$ cat src/pir_pkg.sv
/*
  Shared constants and types for the interrupt request port: wire codes,
  message kinds, handshake states and the user-side register map.
  Assumes a single user clock and an active-low asynchronous reset.
*/
package pir_pkg;
  // Interrupt data width and message-data width
  localparam int DATA_W = 8;
  localparam int MSG_DATA_W = 16;
  localparam int RID_W = 16;
  // Multiple message enable limits
  localparam logic [2:0] MME_SINGLE = 3'h0;
  localparam logic [2:0] MME_MAX = 3'h5;
  // Assert select encoding
  localparam logic INTX_ASSERT = 1'b0;
  localparam logic INTX_DEASSERT = 1'b1;
  // Virtual wire codes
  localparam logic [7:0] WIRE_INTA = 8'h00;
  localparam logic [7:0] WIRE_INTB = 8'h01;
  localparam logic [7:0] WIRE_INTC = 8'h02;
  localparam logic [7:0] WIRE_INTD = 8'h03;
  // Handshake states, Gray from IDLE to SEND to GRANT; the return from GRANT to IDLE flips both bits
  typedef enum logic [1:0] {
    ST_IDLE = 2'h0,
    ST_SEND = 2'h1,
    ST_GRANT = 2'h3
  } pir_state_t;
  // Message kinds on the transmit side
  typedef enum logic [1:0] {
    MSG_NONE = 2'h0,
    MSG_ASSERT_INTX = 2'h1,
    MSG_DEASSERT_INTX = 2'h2,
    MSG_MSI = 2'h3
  } pir_msg_t;
  // Reset values
  localparam logic [7:0] RST_BYTE = 8'h00;
  localparam logic [15:0] RST_HALF = 16'h0000;
  // User register map, byte offsets
  localparam logic [7:0] REG_CTRL = 8'h00;
  localparam logic [7:0] REG_VECT = 8'h04;
  localparam logic [7:0] REG_STAT = 8'h08;
  localparam logic [7:0] REG_RPID = 8'h0C;
  // CTRL fields
  localparam int CTRL_START = 0;
  localparam int CTRL_DEASSERT = 1;
  // STAT fields
  localparam int STAT_BUSY = 0;
  localparam int STAT_DONE = 1;
  localparam int STAT_MSI_EN = 2;
  localparam int STAT_MSIX_EN = 3;
  localparam int STAT_MSIX_FM = 4;
  localparam int STAT_MME_LSB = 5;
  localparam int STAT_DATA_LSB = 8;
  // RPID fields
  localparam int RPID_BUS_LSB = 0;
  localparam int RPID_DEV_LSB = 8;
  localparam int RPID_FUNC_LSB = 13;
  localparam int RPID_PORT_LSB = 16;
  // Bus encodings
  localparam logic [1:0] HTRANS_NONSEQ = 2'h2;
  localparam logic HRESP_OKAY = 1'b0;
endpackage : pir_pkg

$ cat src/pir_if.sv
/*
  Interface joining the device end and the user-logic end of the interrupt
  request port. Assumes both ends run on the same user clock.
*/
`timescale 1ns/1ps
interface pir_if;
  logic irq_request_n;
  logic intx_assert_select;
  logic [7:0] irq_data_in;
  logic irq_grant_n;
  logic [7:0] msi_data_low_out;
  logic [2:0] multi_msg_enable_out;
  logic msi_enabled_out;
  logic msix_enabled_out;
  logic msix_function_mask_out;
  logic [7:0] rp_bus_num;
  logic [4:0] rp_device_num;
  logic [2:0] rp_function_num;
  logic [7:0] rp_port_num;

  modport dev (
    input irq_request_n, intx_assert_select, irq_data_in,
    input rp_bus_num, rp_device_num, rp_function_num, rp_port_num,
    output irq_grant_n, msi_data_low_out, multi_msg_enable_out,
    output msi_enabled_out, msix_enabled_out, msix_function_mask_out
  );
  modport usr (
    output irq_request_n, intx_assert_select, irq_data_in,
    output rp_bus_num, rp_device_num, rp_function_num, rp_port_num,
    input irq_grant_n, msi_data_low_out, multi_msg_enable_out,
    input msi_enabled_out, msix_enabled_out, msix_function_mask_out
  );
endinterface : pir_if

$ cat src/pir_msg_compose.sv
/*
  Composes the message kind and payload for one interrupt request.
  Purely combinational; assumes inputs stay stable while the request stands.
*/
`timescale 1ns/1ps
module pir_msg_compose (
  input wire logic msi_en,
  input wire logic [2:0] mme,
  input wire logic [15:0] msi_msg_data,
  input wire logic assert_select,
  input wire logic [7:0] data_in,
  output pir_pkg::pir_msg_t kind,
  output logic [15:0] payload
);
  wire [7:0] vec_mask;
  wire [15:0] msi_word;
  wire [15:0] wire_word;

  // Low mme bits carry the vector; mme zero gives an empty mask
  assign vec_mask = 8'(8'h01 << mme) - 8'h01;
  assign msi_word = (msi_msg_data & ~{8'h00, vec_mask}) | {8'h00, data_in & vec_mask};
  // Two low code bits pick INTA to INTD
  assign wire_word = {14'h0000, data_in[1:0]};

  always_comb begin
    if (msi_en) begin
      kind = pir_pkg::MSG_MSI;
      payload = msi_word;
    end else begin
      kind = (assert_select == pir_pkg::INTX_ASSERT) ? pir_pkg::MSG_ASSERT_INTX :
             pir_pkg::MSG_DEASSERT_INTX;
      payload = wire_word;
    end
  end
endmodule : pir_msg_compose

$ cat src/pir_dev.sv
/*
  Device end of the interrupt request port: takes interrupt requests from
  user logic, hands one message at a time to the transmit path, grants on
  completion and reports MSI and MSI-X state. Assumes the transmit path
  answers tx_valid with tx_ready and that configuration state comes from
  the configuration space on the cfg_ inputs.
*/
`timescale 1ns/1ps
module pir_dev #(
  parameter int DATA_W = pir_pkg::DATA_W
) (
  input wire logic hclk,
  input wire logic hresetn,
  pir_if.dev port,
  input wire logic [15:0] cfg_msi_msg_data,
  input wire logic [2:0] cfg_mme,
  input wire logic cfg_msi_en,
  input wire logic cfg_msix_en,
  input wire logic cfg_msix_fm,
  input wire logic tx_ready,
  output logic tx_valid,
  output pir_pkg::pir_msg_t tx_kind,
  output logic [15:0] tx_payload,
  output logic [15:0] tx_requester_id,
  output logic [7:0] link_cap_port_num
);
  if (DATA_W != 8) begin : g_width_check
    $error("pir_dev: interrupt data must be eight bits wide");
  end

  // Package constants the datapath is built around
  if (pir_pkg::MSG_DATA_W != 16) begin : g_msg_width_check
    $error("pir_dev: message data must be sixteen bits wide");
  end
  if (pir_pkg::RID_W != 16) begin : g_rid_width_check
    $error("pir_dev: requester ID must be sixteen bits wide");
  end
  if (pir_pkg::MME_MAX != 3'h5) begin : g_mme_limit_check
    $error("pir_dev: multiple message enable limit must be 101b");
  end
  if (pir_pkg::WIRE_INTD != 8'h03) begin : g_wire_code_check
    $error("pir_dev: wire codes must fit the two low data bits");
  end

  pir_pkg::pir_state_t state_ff;
  pir_pkg::pir_state_t nxt_state;
  logic grant_n_ff;
  logic tx_valid_ff;
  pir_pkg::pir_msg_t tx_kind_ff;
  logic [15:0] tx_payload_ff;
  logic [15:0] rid_ff;
  logic [7:0] port_num_ff;
  logic [7:0] msi_low_ff;
  logic [2:0] mme_ff;
  logic msi_en_ff;
  logic msix_en_ff;
  logic msix_fm_ff;

  wire request_seen;
  wire send_done;
  wire tx_ready_q;
  wire grant_now;
  wire [2:0] mme_clamped;
  wire [15:0] rid_next;
  pir_pkg::pir_msg_t comp_kind;
  logic [15:0] comp_payload;

  // Request taken only when idle
  assign request_seen = (state_ff == pir_pkg::ST_IDLE) && !port.irq_request_n;
  // Handshake with the transmit path counts only with a message pending
  assign tx_ready_q = tx_ready && tx_valid_ff;
  assign send_done = (state_ff == pir_pkg::ST_SEND) && tx_ready_q;
  // Grant only while the request still stands
  assign grant_now = send_done && !port.irq_request_n;
  // Field holds at most 101b
  assign mme_clamped = (cfg_mme > pir_pkg::MME_MAX) ? pir_pkg::MME_MAX : cfg_mme;
  // Requester ID for internally made TLPs only
  assign rid_next = {port.rp_bus_num, port.rp_device_num, port.rp_function_num};

  // Message kind and payload from the standing request
  pir_msg_compose u_compose (
    .msi_en(msi_en_ff),
    .mme(mme_ff),
    .msi_msg_data(cfg_msi_msg_data),
    .assert_select(port.intx_assert_select),
    .data_in(port.irq_data_in),
    .kind(comp_kind),
    .payload(comp_payload)
  );

  // Next state of the request handshake
  always_comb begin
    nxt_state = state_ff;
    case (state_ff)
      pir_pkg::ST_IDLE: begin
        if (request_seen) begin
          nxt_state = pir_pkg::ST_SEND;
        end
      end
      pir_pkg::ST_SEND: begin
        if (send_done) begin
          nxt_state = pir_pkg::ST_GRANT;
        end
      end
      pir_pkg::ST_GRANT: begin
        nxt_state = pir_pkg::ST_IDLE;
      end
      default: begin
        nxt_state = pir_pkg::ST_IDLE;
      end
    endcase
  end

  always_ff @(posedge hclk or negedge hresetn) begin
    if (!hresetn) begin
      state_ff <= pir_pkg::ST_IDLE;
    end else begin
      state_ff <= nxt_state;
    end
  end

  // Grant low one cycle after the message left
  always_ff @(posedge hclk or negedge hresetn) begin
    if (!hresetn) begin
      grant_n_ff <= 1'b1;
    end else begin
      grant_n_ff <= !grant_now;
    end
  end

  // Message held for the transmit path until accepted
  always_ff @(posedge hclk or negedge hresetn) begin
    if (!hresetn) begin
      tx_valid_ff <= 1'b0;
      tx_kind_ff <= pir_pkg::MSG_NONE;
      tx_payload_ff <= pir_pkg::RST_HALF;
    end else if (request_seen) begin
      tx_valid_ff <= 1'b1;
      tx_kind_ff <= comp_kind;
      tx_payload_ff <= comp_payload;
    end else if (send_done) begin
      tx_valid_ff <= 1'b0;
      tx_kind_ff <= pir_pkg::MSG_NONE;
    end
  end

  // Root port identity and link capability port number
  always_ff @(posedge hclk or negedge hresetn) begin
    if (!hresetn) begin
      rid_ff <= pir_pkg::RST_HALF;
      port_num_ff <= pir_pkg::RST_BYTE;
    end else begin
      rid_ff <= rid_next;
      port_num_ff <= port.rp_port_num;
    end
  end

  // Capability state mirrored to the user
  always_ff @(posedge hclk or negedge hresetn) begin
    if (!hresetn) begin
      msi_low_ff <= pir_pkg::RST_BYTE;
      mme_ff <= pir_pkg::MME_SINGLE;
      msi_en_ff <= 1'b0;
      msix_en_ff <= 1'b0;
      msix_fm_ff <= 1'b0;
    end else begin
      msi_low_ff <= cfg_msi_msg_data[7:0];
      mme_ff <= mme_clamped;
      msi_en_ff <= cfg_msi_en;
      msix_en_ff <= cfg_msix_en;
      msix_fm_ff <= cfg_msix_fm;
    end
  end

  assign port.irq_grant_n = grant_n_ff;
  assign port.msi_data_low_out = msi_low_ff;
  assign port.multi_msg_enable_out = mme_ff;
  assign port.msi_enabled_out = msi_en_ff;
  assign port.msix_enabled_out = msix_en_ff;
  assign port.msix_function_mask_out = msix_fm_ff;
  assign tx_valid = tx_valid_ff;
  assign tx_kind = tx_kind_ff;
  assign tx_payload = tx_payload_ff;
  // Only internal TLPs carry this ID
  assign tx_requester_id = rid_ff;
  assign link_cap_port_num = port_num_ff;
endmodule : pir_dev

$ cat src/flat_wrapper.sv
// flat-port wrapper written by rule: the top's interface ports become plain ports
module pir_dev_flat 
#(
  parameter int DATA_W = pir_pkg::DATA_W
)
  (hclk, hresetn, cfg_msi_msg_data, cfg_mme, cfg_msi_en, cfg_msix_en, cfg_msix_fm, tx_ready, tx_valid, tx_kind, tx_payload, tx_requester_id, link_cap_port_num, port_irq_request_n, port_intx_assert_select, port_irq_data_in, port_rp_bus_num, port_rp_device_num, port_rp_function_num, port_rp_port_num, port_irq_grant_n, port_msi_data_low_out, port_multi_msg_enable_out, port_msi_enabled_out, port_msix_enabled_out, port_msix_function_mask_out);
  pir_if port_i ();
  input wire logic hclk;
  input wire logic hresetn;
  input wire logic [15:0] cfg_msi_msg_data;
  input wire logic [2:0] cfg_mme;
  input wire logic cfg_msi_en;
  input wire logic cfg_msix_en;
  input wire logic cfg_msix_fm;
  input wire logic tx_ready;
  output logic tx_valid;
  output pir_pkg::pir_msg_t tx_kind;
  output logic [15:0] tx_payload;
  output logic [15:0] tx_requester_id;
  output logic [7:0] link_cap_port_num;
  input wire logic [$bits(port_i.irq_request_n)-1:0] port_irq_request_n;
  input wire logic [$bits(port_i.intx_assert_select)-1:0] port_intx_assert_select;
  input wire logic [$bits(port_i.irq_data_in)-1:0] port_irq_data_in;
  input wire logic [$bits(port_i.rp_bus_num)-1:0] port_rp_bus_num;
  input wire logic [$bits(port_i.rp_device_num)-1:0] port_rp_device_num;
  input wire logic [$bits(port_i.rp_function_num)-1:0] port_rp_function_num;
  input wire logic [$bits(port_i.rp_port_num)-1:0] port_rp_port_num;
  output wire logic [$bits(port_i.irq_grant_n)-1:0] port_irq_grant_n;
  output wire logic [$bits(port_i.msi_data_low_out)-1:0] port_msi_data_low_out;
  output wire logic [$bits(port_i.multi_msg_enable_out)-1:0] port_multi_msg_enable_out;
  output wire logic [$bits(port_i.msi_enabled_out)-1:0] port_msi_enabled_out;
  output wire logic [$bits(port_i.msix_enabled_out)-1:0] port_msix_enabled_out;
  output wire logic [$bits(port_i.msix_function_mask_out)-1:0] port_msix_function_mask_out;
  assign port_i.irq_request_n = port_irq_request_n;
  assign port_i.intx_assert_select = port_intx_assert_select;
  assign port_i.irq_data_in = port_irq_data_in;
  assign port_i.rp_bus_num = port_rp_bus_num;
  assign port_i.rp_device_num = port_rp_device_num;
  assign port_i.rp_function_num = port_rp_function_num;
  assign port_i.rp_port_num = port_rp_port_num;
  assign port_irq_grant_n = port_i.irq_grant_n;
  assign port_msi_data_low_out = port_i.msi_data_low_out;
  assign port_multi_msg_enable_out = port_i.multi_msg_enable_out;
  assign port_msi_enabled_out = port_i.msi_enabled_out;
  assign port_msix_enabled_out = port_i.msix_enabled_out;
  assign port_msix_function_mask_out = port_i.msix_function_mask_out;
  pir_dev #(.DATA_W(DATA_W)) u_core (.hclk(hclk), .hresetn(hresetn), .port(port_i), .cfg_msi_msg_data(cfg_msi_msg_data), .cfg_mme(cfg_mme), .cfg_msi_en(cfg_msi_en), .cfg_msix_en(cfg_msix_en), .cfg_msix_fm(cfg_msix_fm), .tx_ready(tx_ready), .tx_valid(tx_valid), .tx_kind(tx_kind), .tx_payload(tx_payload), .tx_requester_id(tx_requester_id), .link_cap_port_num(link_cap_port_num));
endmodule
$ cat config.mk
export PLATFORM = sky130hd
export DESIGN_NAME = pir_dev_flat
export DESIGN_NICKNAME = d
export VERILOG_FILES = /design/src/pir_pkg.sv /design/src/pir_if.sv /design/src/pir_msg_compose.sv /design/src/pir_dev.sv /design/src/flat_wrapper.sv
export SDC_FILE = /design/constraint.sdc
export NUM_CORES = 1
export LEC_CHECK = 0
export BUFFER_PORTS_ARGS = -buffer_cell sky130_fd_sc_hd__buf_2
export CAP_MARGIN = 0
export CORE_MARGIN = 3
export CORE_UTILIZATION = 34
export DETAILED_ROUTE_END_ITERATION = 7
export PLACE_DENSITY = 0.66
export RECOVER_POWER = 25
export SKIP_CTS_REPAIR_TIMING = 1
export SLEW_MARGIN = 0
export SYNTH_ARGS = -nofsm -noshare
export SYNTH_HDL_FRONTEND = slang
export SYNTH_SLANG_ARGS = --single-unit
export TNS_END_PERCENT = 10
$ cat constraint.sdc
create_clock -name hclk -period 2.94 [get_ports hclk]
set_input_delay 0.294 -clock hclk [delete_from_list [all_inputs] [get_ports hclk]]
set_output_delay 0.294 -clock hclk [all_outputs]
set_load 0.03 [all_outputs]
### Word-level counts from Yosys, hierarchy flattened

Cells that the tools add are included.

| operators by class | value |
|---|---|
| add/subtract/negate cells | 1 |
| shift operators | 1 |
| multiplexer cells | 11 |
| bitwise gates (word level) | 4 |
| magnitude comparators | 1 |
| reduce and logical (&&, ||, !) cells | 9 |
| equal/unequal tests | 3 |

Operators with widths:

| kind | count |
|---|---|
| bitwise AND 16 bit | 1 |
| two-way mux 16 bit | 1 |
| inverter 8 -> 16 bit | 1 |
| OR 16 x 8 -> 16 bit | 1 |
| two-way mux 2 bit | 6 |
| bitwise AND 8 bit | 1 |
| << shifter 1 x 3 -> 8 bit, first input constant | 1 |
| subtractor 8 x 1 -> 8 bit, second input constant | 1 |
| logical AND 1 bit | 4 |
| != test 2 x 1 -> 1 bit, second input constant | 2 |
| case mux 2 bit (2 select lines) | 1 |
| > comparator 3 bit, second input constant | 1 |
| two-way mux 3 bit | 1 |
| == test 2 x 1 -> 1 bit, second input constant | 1 |
| zero test 1 bit | 2 |
| zero test 2 bit | 1 |
| two-way mux 1 bit | 2 |
| AND reduction 2 bit | 1 |
| nonzero test 2 bit | 1 |

| word-level totals | value |
|---|---|
| output and inout port bits | 58 |
| register bits | 60 |
| input bits | 59 |

### Longest topological paths before layout

Gate-level depths: netlist (run 1).

| depth | value |
|---|---|
| depth after elaboration | 6 |
| gate-level depth with buffers | 4 |

### By module

From an unflattened synthesis (run 1), not the netlist that was laid out.

| second synthesis, totals | value |
|---|---|
| cell total of the unflattened synthesis | 127 |
| area total of the unflattened synthesis | 2075.7 um^2 |

Modules (own cells, without submodules):

| module | cells an instance | sequential area each (um^2) | instances | area each (um^2) |
|---|---|---|---|---|
| pir_dev | 92 | 1502.7 | 1 | 1833.0 |
| pir_msg_compose | 35 | 0.0 | 1 | 242.7 |

### Worst setup path after synthesis (run 1)

No wires, ideal clock.

| timing | value |
|---|---|
| path type | reg-to-reg |
| start point | reg u_core.mme_ff[2] (netlist: u_core.port.multi_msg_enable_out[2]) |
| end point | reg u_core.tx_payload_ff[0] (netlist: u_core.tx_payload[0]) |
| data required time | 2.821 ns |
| cell stages (with the launch flop) | 5 |
| data arrival time | 1.247 ns |
| slack | 1.574 ns |
| cells stage by stage | dfrtp_1 > clkbuf_2 > nor4b_4 > mux2i_1 > o21ai_2 |

| on the way | value |
|---|---|
| cells in the longest elaborated chain, start to end | 6 |
| elaborated cells on any way between the ends | 7 |
| those cells by class | 1 x add/sub; 1 x shift; 1 x mux; 4 x bitwise |

Ends and longest elaborated chain:

| element | line | source |
|---|---|---|
| from (decl) | pir_dev.sv:54 | `logic [2:0] mme_ff;` |
| from (signal assigned) | pir_dev.sv:162 | `mme_ff <= pir_pkg::MME_SINGLE;` |
| from (signal assigned) | pir_dev.sv:168 | `mme_ff <= mme_clamped;` |
| << shifter 1 x 3 -> 8 bit (*) | pir_msg_compose.sv:20 | `assign vec_mask = 8'(8'h01 << mme) - 8'h01;` |
| subtractor 8 x 1 -> 8 bit (*) | pir_msg_compose.sv:20 |  |
| inverter 8 -> 16 bit | pir_msg_compose.sv:21 | `assign msi_word = (msi_msg_data & ~{8'h00, vec_mask}) \| {8'h00, data_in & vec_mask};` |
| bitwise AND 16 bit | pir_msg_compose.sv:21 |  |
| OR 16 x 8 -> 16 bit (*) | pir_msg_compose.sv:21 |  |
| two-way mux 16 bit (*) | pir_msg_compose.sv:26 | `if (msi_en) begin` |
| to (signal assigned) | pir_dev.sv:136 | `tx_payload_ff <= pir_pkg::RST_HALF;` |
| to (signal assigned) | pir_dev.sv:140 | `tx_payload_ff <= comp_payload;` |
| to (decl) | pir_dev.sv:50 | `logic [15:0] tx_payload_ff;` |

Mark *: on every way between the ends. The rest lies on a longest branch, timed or not.
A chain may end at the register's enable or synchronous reset.

### Final worst setup path (run 1)

| timing | value |
|---|---|
| start point | reg u_core.state_ff[0] |
| end point | reg u_core.tx_payload_ff[4] (netlist: u_core.tx_payload[4]) |

| on the way | value |
|---|---|
| cells in the longest elaborated chain, start to end | 2 |

Ends and longest elaborated chain:

| element | line | source |
|---|---|---|
| from (decl) | pir_dev.sv:45 | `pir_pkg::pir_state_t state_ff;` |
| from (signal assigned) | pir_dev.sv:116 | `state_ff <= pir_pkg::ST_IDLE;` |
| from (signal assigned) | pir_dev.sv:118 | `state_ff <= nxt_state;` |
| zero test 2 bit | pir_dev.sv:69 | `assign request_seen = (state_ff == pir_pkg::ST_IDLE) && !port.irq_request_n;` |
| logical AND 1 bit | pir_dev.sv:69 |  |

No other way between the ends.

==> impl_metrics.toml, run 1 <==
[sta]
min_period_ns = 1.59
timing.fmax_ghz = 0.631
setup_viol = 0
period_share_pct = 53.9
hold_viol_final = 0
grt_setup_unrepaired = "false"
skew_ns = 0.00338
slew_headroom_pct = 4.59
setup_ws_ns = 1.35
tns_ns = 0
tightest_slew_ns = 1.43
slew_viol_final = 0

[route]
vias = 1453
wl_per_cell_um = 13.8
dr.pass1.iters = 4
wl_mm = 4.58
drc_errors = 0
drtIter0Drc = 37
vias_per_cell = 4.36
antenna_left = 0

[grt]
antenna_found_initial = 0
grt_pass1_wl_mm = 7.20
grt_remaining_overflow = 0
grt_util_all_layers_pct = 14.5
grt_pass1_vias = 1496
grt_max_degree = 33

[final_layout]
fin_util_pct = 52.0
antennaDiodeCount = 0
area_growth_pct = 41.7
final_nets = 318
fin_cells = 333
drive_above_1_share_pct = 48.3

[logic_synthesis]
syn_nets = 197
syn_inst = 138
synth.top_cell.area_share_pct = 75.9
yosysSeqAreaShare_pct = 77.3
synth_commonest_cells = "dfrtp_1, nand2_1, nand3_1"
yosysMostFrequentCell = "dfrtp_1"
yosys_most_used_dff = "dfrtp_1"
synth_warnings = 0
async_flop_share_pct = 100
synth_area_per_cell_um2 = 14.1
synth.area.top_cells = "dfrtp_1, nand2_1, mux2i_1"
synth_seq_cells = 60
netlist_area_um2 = 1940
synth_edf_count = 0
yosys.area.top_type = "dfrtp_1"
yosysUniqueCellTypes = 25

[flow_run]
cap_viol_max_count = 0

[placement]
dp.cells = 318
io_buffers = 115
dpl.hpwl_mm = 3.48
place_congestion = 0.695
dp_slack_ns = 1.33

[power_and_ir_drop]
p_total_mw = 2.44
p_int_mw = 1.58
sw_frac_of_total_pct = 35.1
seqPwrFrac_pct = 43.5
switching_power_mw = 0.854
clkPwrFrac_pct = 28.5
comb_power_share_pct = 27.9
irDropWorstVdd_v = 0.000479
p_leak_nw = 1.48
p_per_area_nw_per_um2 = 884

[floorplanning]
die_y_um = 81.6
ios = 117
row_count = 26
initial_core_util_pct = 36.7
die_w_um = 81.6
die-area_um2 = 6660
design.core.area_um2 = 5300

[cts]
ctsLongestPathBuffers = 2
clock_sinks = 60
root_buffer = "clkbuf_8"
cts_buffers = 9
cts_tree = "done"
clock_latency_ns = 0.32
clkTransAtPathRegs_ns = 0.06
h-tree-depth = 3

[setup_path]
end_kind = "flop"
critPathKind = "flop to flop"
critPathArrivalTime_ns = 1.82
required_ns = 3.17
cp_max_fo = 13
start_kind = "flop"

[hold_path]
hold_class = "input port to flop"

[outcome]
run_status = "completed"
==> cells by family after synthesis <==
| logic type | synth area share (%) |
|---|---|
| buffers and inverters | 2.32 |
| AO/OA/AOI/OAI | 4.12 |
| multiplexers | 3.60 |
| flip-flops | 77.3 |
| AND/OR/NAND/NOR | 12.7 |
==> layer usage <==
metal	track usage [%]	vias up	wire length, um
met5	0	-	0
met4	9.30	0	119
met3	5.15	11	491
met2	22.4	73	2130
met1	17.3	673	1840
li1	-	696	-
==> path summary, 6_finish.rpt <==
kind | slack [ns] | depth (start not counted) | start | end
setup reg to reg | 1.35 | 3 | u_core.state_ff[0] | u_core.tx_payload[4]
max in group asynchronous | 1.47 | 2 | hresetn | u_core.port.irq_grant_n
min in group asynchronous | 0.29 | 1 | hresetn | u_core.tx_payload[9]
setup / recovery | 1.35 | 3 | u_core.state_ff[0] | u_core.tx_payload[4]
hold / removal | 0.08 | 1 | cfg_msi_en | u_core.port.msi_enabled_out
hold reg to reg | 0.46 | 2 | u_core.tx_payload[8] | u_core.tx_payload[8]
==> sequential cells by signal (all words and copies together) (netlist names) <==
| register | flops |
|---|---|
| u_core.link_cap_port_num | 8 |
| u_core.tx_valid | 1 |
| u_core.port.irq_grant_n | 1 |
| u_core.port.msi_enabled_out | 1 |
| u_core.port.msix_enabled_out | 1 |
| u_core.port.multi_msg_enable_out | 3 |
| u_core.port.msix_function_mask_out | 1 |
| u_core.tx_requester_id | 16 |
| u_core.port.msi_data_low_out | 8 |
| u_core.tx_payload | 16 |
| u_core.tx_kind | 2 |
| u_core.state_ff | 2 |
==> critical path, stage by stage, from the launching register on <==
cell and delay (ns):
dfrtp_1 0.41, nor3_2 0.65, nand2_1 0.23, o21ai_0 0.21
==> cells in the final DEF (no fill, tap or decap), drive strengths merged, types with 2 or more instances in the layout <==
cell and instances:
nor3 2, inv 3, clkbuf 21, a21oi 4, nand2 29, dfrtp 59, o21ai 7, buf 108
mux2i 7, nand3 10
==> metrics by stage <==
stage	instance area, um^2	hold slack, ns
floorplan	1940	-0.00159
global placement	2580	0.331
detailed placement	2580	0.342
CTS	2770	-0.0165
global route	2760	0.0545
finish	2760	0.0770
==> power groups by stage <==
stage	Sequential, mW	Clock, mW	Combinational [mW]
final	1.06	0.695	0.681
after global routing	1.08	0.760	0.739
after CTS	1.06	0.719	0.695
after detailed placement	1.07	0	0.695
after global placement	1.07	0	0.680
after floorplan	1.35	0	0.175
==> area by class of cell <==
class,count,area [um^2]
Sequential cell,60,1500
Tap cell,70,87.6
Clock buffer,13,149
Clock inverter,2,35.0
Multi-Input combinational cell,69,397
Inverter,3,11.3
Timing Repair Buffer,116,573
Fill cell,488,2550
No activity file was read; power rests on OpenSTA's default activity.
==> run 2, diff against run 1 <==
--- a/config.mk
+++ b/config.mk
@@ -10,7 +10,7 @@
 export CORE_MARGIN = 3
 export CORE_UTILIZATION = 34
 export DETAILED_ROUTE_END_ITERATION = 7
-export PLACE_DENSITY = 0.66
+export PLACE_DENSITY = 0.69
 export RECOVER_POWER = 25
 export SKIP_CTS_REPAIR_TIMING = 1
 export SLEW_MARGIN = 0
==> constraint.sdc (replaced) <==
create_clock -name hclk -period 1.4 [get_ports hclk]
set_input_delay 0.14 -clock hclk [delete_from_list [all_inputs] [get_ports hclk]]
set_output_delay 0.14 -clock hclk [all_outputs]
set_load 0.03 [all_outputs]
==> run 2 against run 1 <==
Effect of this change:
- register-to-register slack got worse by 1.2 ns
- cell count rose by 12%
- setup slack got worse by 1.2 ns
- sequential share of layout area fell by 6.6 points
- clock power rose by 88%
- clock skew fell by 0.00069 ns
- critical endpoint is now u_core.tx_payload[3]
==> impl_metrics.toml, run 2 (synthesis gave the netlist of run 1 again) <==
[outcome]
run_status = "completed"

[floorplanning]
ios = 117
row_count = 26
die_w_um = 81.6
die-area_um2 = 6660
design.core.area_um2 = 5300
initial_core_util_pct = 36.7
die_y_um = 81.6

[grt]
grt_pass1_wl_mm = 6.72
grt_util_all_layers_pct = 13.8
antenna_found_initial = 0
grt_remaining_overflow = 0
grt_pass1_vias = 1452
grt_max_degree = 61

[sta]
period_share_pct = 92.1
grt_setup_unrepaired = "false"
tightest_slew_ns = 0.776
skew_ns = 0.00268
slew_viol_final = 0
hold_viol_final = 0
timing.fmax_ghz = 0.775
setup_viol = 0
slew_headroom_pct = 48.3
min_period_ns = 1.29
tns_ns = 0

[route]
drc_errors = 0
wl_per_cell_um = 13.2
vias = 1607
antenna_left = 0
dr.pass1.iters = 4
drtIter0Drc = 33
wl_mm = 4.96
vias_per_cell = 4.30

[final_layout]
layout_common_cells = "buf_2, dfrtp_1, dlygate4sd3_1, nand2_1"
drive_above_1_share_pct = 43.1
antennaDiodeCount = 0
area_growth_pct = 61.2
fin_util_pct = 59.1
final_nets = 358
mostFrequentLayoutCell = "buf_2"

[setup_path]
crit_chain = "or3_4 -> o31ai_1"
cp_top_family = "simple AND/OR/NAND/NOR gates"
end_kind = "flop"
required_ns = 1.62
crit_slowest_cell = "or3_4"
cp_max_fo = 21
crit_path_max_incr_delay_ns = 0.53
critPathKind = "flop to flop"
start_kind = "flop"
worst-path-buf-inv = 0
critPathArrivalTime_ns = 1.51

[cts]
h-tree-depth = 3
clkTransAtPathRegs_ns = 0.06
ctsLongestPathBuffers = 2
root_buffer = "clkbuf_8"
cts_buffers = 9
cts_tree = "done"
clock_sinks = 60
clock_latency_ns = 0.32

[placement]
io_buffers = 115
place_congestion = 0.741
dpl.hpwl_mm = 3.18

[power_and_ir_drop]
p_per_area_nw_per_um2 = 1610
p_total_mw = 5.04
irDropWorstVdd_v = 0.000705
p_leak_nw = 1.64

[flow_run]
cap_viol_max_count = 0

[hold_path]
hold_class = "input port to flop"
## run 2: layer usage
metal	GRT usage, %	wire length [um]	vias to the layer above
met3	5.04	422	6
met4	7.97	55	0
li1	-	-	776
met1	15.2	1990	755
met5	0	0	-
met2	22.9	2490	70
## run 2: worst paths after layout
path / endpoint / cells past startpoint / slack, ns / from
worst min-delay path: u_core.tx_kind[0] / 2 / 0.03 / port_intx_assert_select
worst max register to register: u_core.tx_payload[3] / 2 / 0.11 / u_core.state_ff[0]
worst min register to register: u_core.tx_payload[7] / 2 / 0.47 / u_core.tx_payload[7]
min in group asynchronous: u_core.tx_payload[0] / 3 / 0.54 / hresetn
worst max-delay path: u_core.tx_payload[3] / 2 / 0.11 / u_core.state_ff[0]
max in group asynchronous: u_core.link_cap_port_num[2] / 3 / 0.35 / hresetn
## run 2: power breakdown
part | switching, mW | total [mW] | internal [mW]
combinational | 1.02 | 1.51 | 0.488
clock | 0.628 | 1.31 | 0.677
sequential | 0.174 | 2.23 | 2.05
## run 2: final cells by class
cell class / count / area, um^2
Inverter: 3 / 11.3
Multi-Input combinational cell: 69 / 397
Tap cell: 70 / 87.6
Sequential cell: 60 / 1500
Timing Repair Buffer: 156 / 967
Fill cell: 448 / 2170
Clock buffer: 11 / 141
Clock inverter: 5 / 27.5
## run 2: worst reg2reg max path: cells and delay by family (launching register included)
family / cells / cell delay [ns]
AO/OA/AOI/OAI: 1 / 0.26
AND/OR/NAND/NOR: 1 / 0.53
flip-flops: 1 / 0.41
## run 2: through the flow
stage / worst slack (ns) / hold WS, ns / std cells / cell area [um^2]
finish: 0.110 / 0.0320 / 374 / 3130
global route: 0.00451 / 0.0210 / 374 / 3130
CTS: 0.0905 / -0.186 / 336 / 2780
detailed placement: 0.108 / 0.172 / 320 / 2610
global placement: 0.146 / 0.167 / 320 / 2610
floorplan: 0.0343 / -0.156 / 138 / 1940
==> run 3, diff against run 2 <==
--- a/config.mk
+++ b/config.mk
@@ -10,7 +10,7 @@
 export CORE_MARGIN = 3
 export CORE_UTILIZATION = 34
 export DETAILED_ROUTE_END_ITERATION = 7
-export PLACE_DENSITY = 0.69
+export PLACE_DENSITY = 0.68
 export RECOVER_POWER = 25
 export SKIP_CTS_REPAIR_TIMING = 1
 export SLEW_MARGIN = 0
==> run 3 against run 2 <==
Effect of this change:
- register-to-register slack better by 0.02 ns
- global-route usage increased by 0.87 points
- hold slack got worse by 0.023 ns
- sequential power barely moved
- core utilization increased by 1.2 points
- die area is the same
- setup slack improved by 0.015 ns
- critical path depth stayed put
- largest power group unchanged
==> impl_metrics.toml, run 3 (synthesis gave the netlist of run 1 again) <==
[sta]
timing.fmax_ghz = 0.785
slew_viol_final = 0
slew_headroom_pct = 62.6
hold_viol_final = 0
setup_viol = 0
skew_ns = 0.00709
period_share_pct = 91.0
grt_setup_unrepaired = "false"
tns_ns = 0
min_period_ns = 1.27
hold_ws_ns = 0.00909
tightest_slew_ns = 0.561

[setup_path]
critPathLaunch = "u_core.port.msi_enabled_out"
crit_slowest_cell = "dfrtp_1"
r2r-start = "u_core.state_ff[0]"
cp_max_fo = 13
crit_path_max_incr_delay_ns = 0.36
cp_top_family = "buffers and inverters"
end_kind = "output pin"
crit_chain = "buf_4 -> buf_2"
start_kind = "flop"
worst-path-buf-inv = 2
critPathKind = "flop to output pin"
critPathArrivalTime_ns = 1.13
required_ns = 1.26

[grt]
grt_util_all_layers_pct = 14.7
grt_max_degree = 38
grt_remaining_overflow = 0
grt_pass1_vias = 1549
antenna_found_initial = 0
grt_pass1_wl_mm = 7.08

[outcome]
run_status = "completed"

[route]
vias = 1637
topRoutingLayerUsed = "met4"
drtIter0Drc = 28
dr.pass1.iters = 4
wl_mm = 5.10
met1_length_mm = 1.90
wl_per_cell_um = 13.6
drc_errors = 0
dr_wl_met2_mm = 2.59
wl_met3_um = 547
vias_per_cell = 4.37
antenna_left = 0

[placement]
io_buffers = 115
place_area_um2 = 2600
dp.cells = 321
dpl.hpwl_mm = 3.43
place_congestion = 0.720

[floorplanning]
ios = 117
die-area_um2 = 6660
design.core.area_um2 = 5300
die_y_um = 81.6
row_count = 26
initial_core_util_pct = 36.7
die_w_um = 81.6

[cts]
root_buffer = "clkbuf_8"
ctsLongestPathBuffers = 2
clock_latency_ns = 0.33
clock_sinks = 60
cts_buffers = 9
h-tree-depth = 3
clkTransAtPathRegs_ns = 0.07
cts_tree = "done"

[power_and_ir_drop]
irDropWorstVdd_v = 0.00103
p_leak_nw = 1.68
p_per_area_nw_per_um2 = 1710

[flow_run]
cap_viol_max_count = 0

[final_layout]
area_growth_pct = 64.4
fin_cells = 375
layout_common_cells = "buf_2, dfrtp_1, dlygate4sd3_1, nand2_1, nand3_1"
drive_above_1_share_pct = 44.3
fin_util_pct = 60.3
mostFrequentLayoutCell = "buf_2"
design_area_um2 = 3200
antennaDiodeCount = 0
final_nets = 359

[hold_path]
hold_start = "port_intx_assert_select"
hold_class = "input port to flop"
==> run 3: cell type report <==
cell class	instances	area, um^2
repair buffers	157	975
clock buffers	9	124
clock inverters	7	100
multi-input cells	69	397
well taps	70	87.6
inverters	3	11.3
fillers	443	2110
flip-flops and latches	60	1500
==> run 3: metrics by stage <==
stage,power (mW),setup WS (ns)
after global routing,5.76,0.0369
after floorplan,3.20,0.0343
after CTS,5.44,0.101
final,5.45,0.126
after global placement,3.69,0.136
after detailed placement,3.72,0.121
==> run 3: report_power, final <==
group / internal [mW] / leakage (nW) / switching [mW] / total (mW)
Combinational: 0.490 / 0.839 / 1.03 / 1.52
Sequential: 2.05 / 0.722 / 0.169 / 2.22
Clock: 1.01 / 0.114 / 0.701 / 1.71
==> run 3: metal layers <==
metal / vias up / global-route usage (%)
met2: 77 / 23.0
met4: 0 / 7.97
li1: 778 / -
met3: 8 / 7.02
met1: 774 / 16.5
met5: - / 0
==> run 3: final timing paths <==
path	cells past startpoint	endpoint	slack, ns
min in group asynchronous	3	u_core.tx_payload[2]	0.41
max in group asynchronous	3	u_core.port.msix_function_mask_out	0.57
worst min-delay path	2	u_core.tx_kind[0]	0.009
worst max register to register	2	u_core.tx_payload[3]	0.13
worst min register to register	2	u_core.tx_payload[11]	0.46
worst max-delay path	2	port_msi_enabled_out	0.13
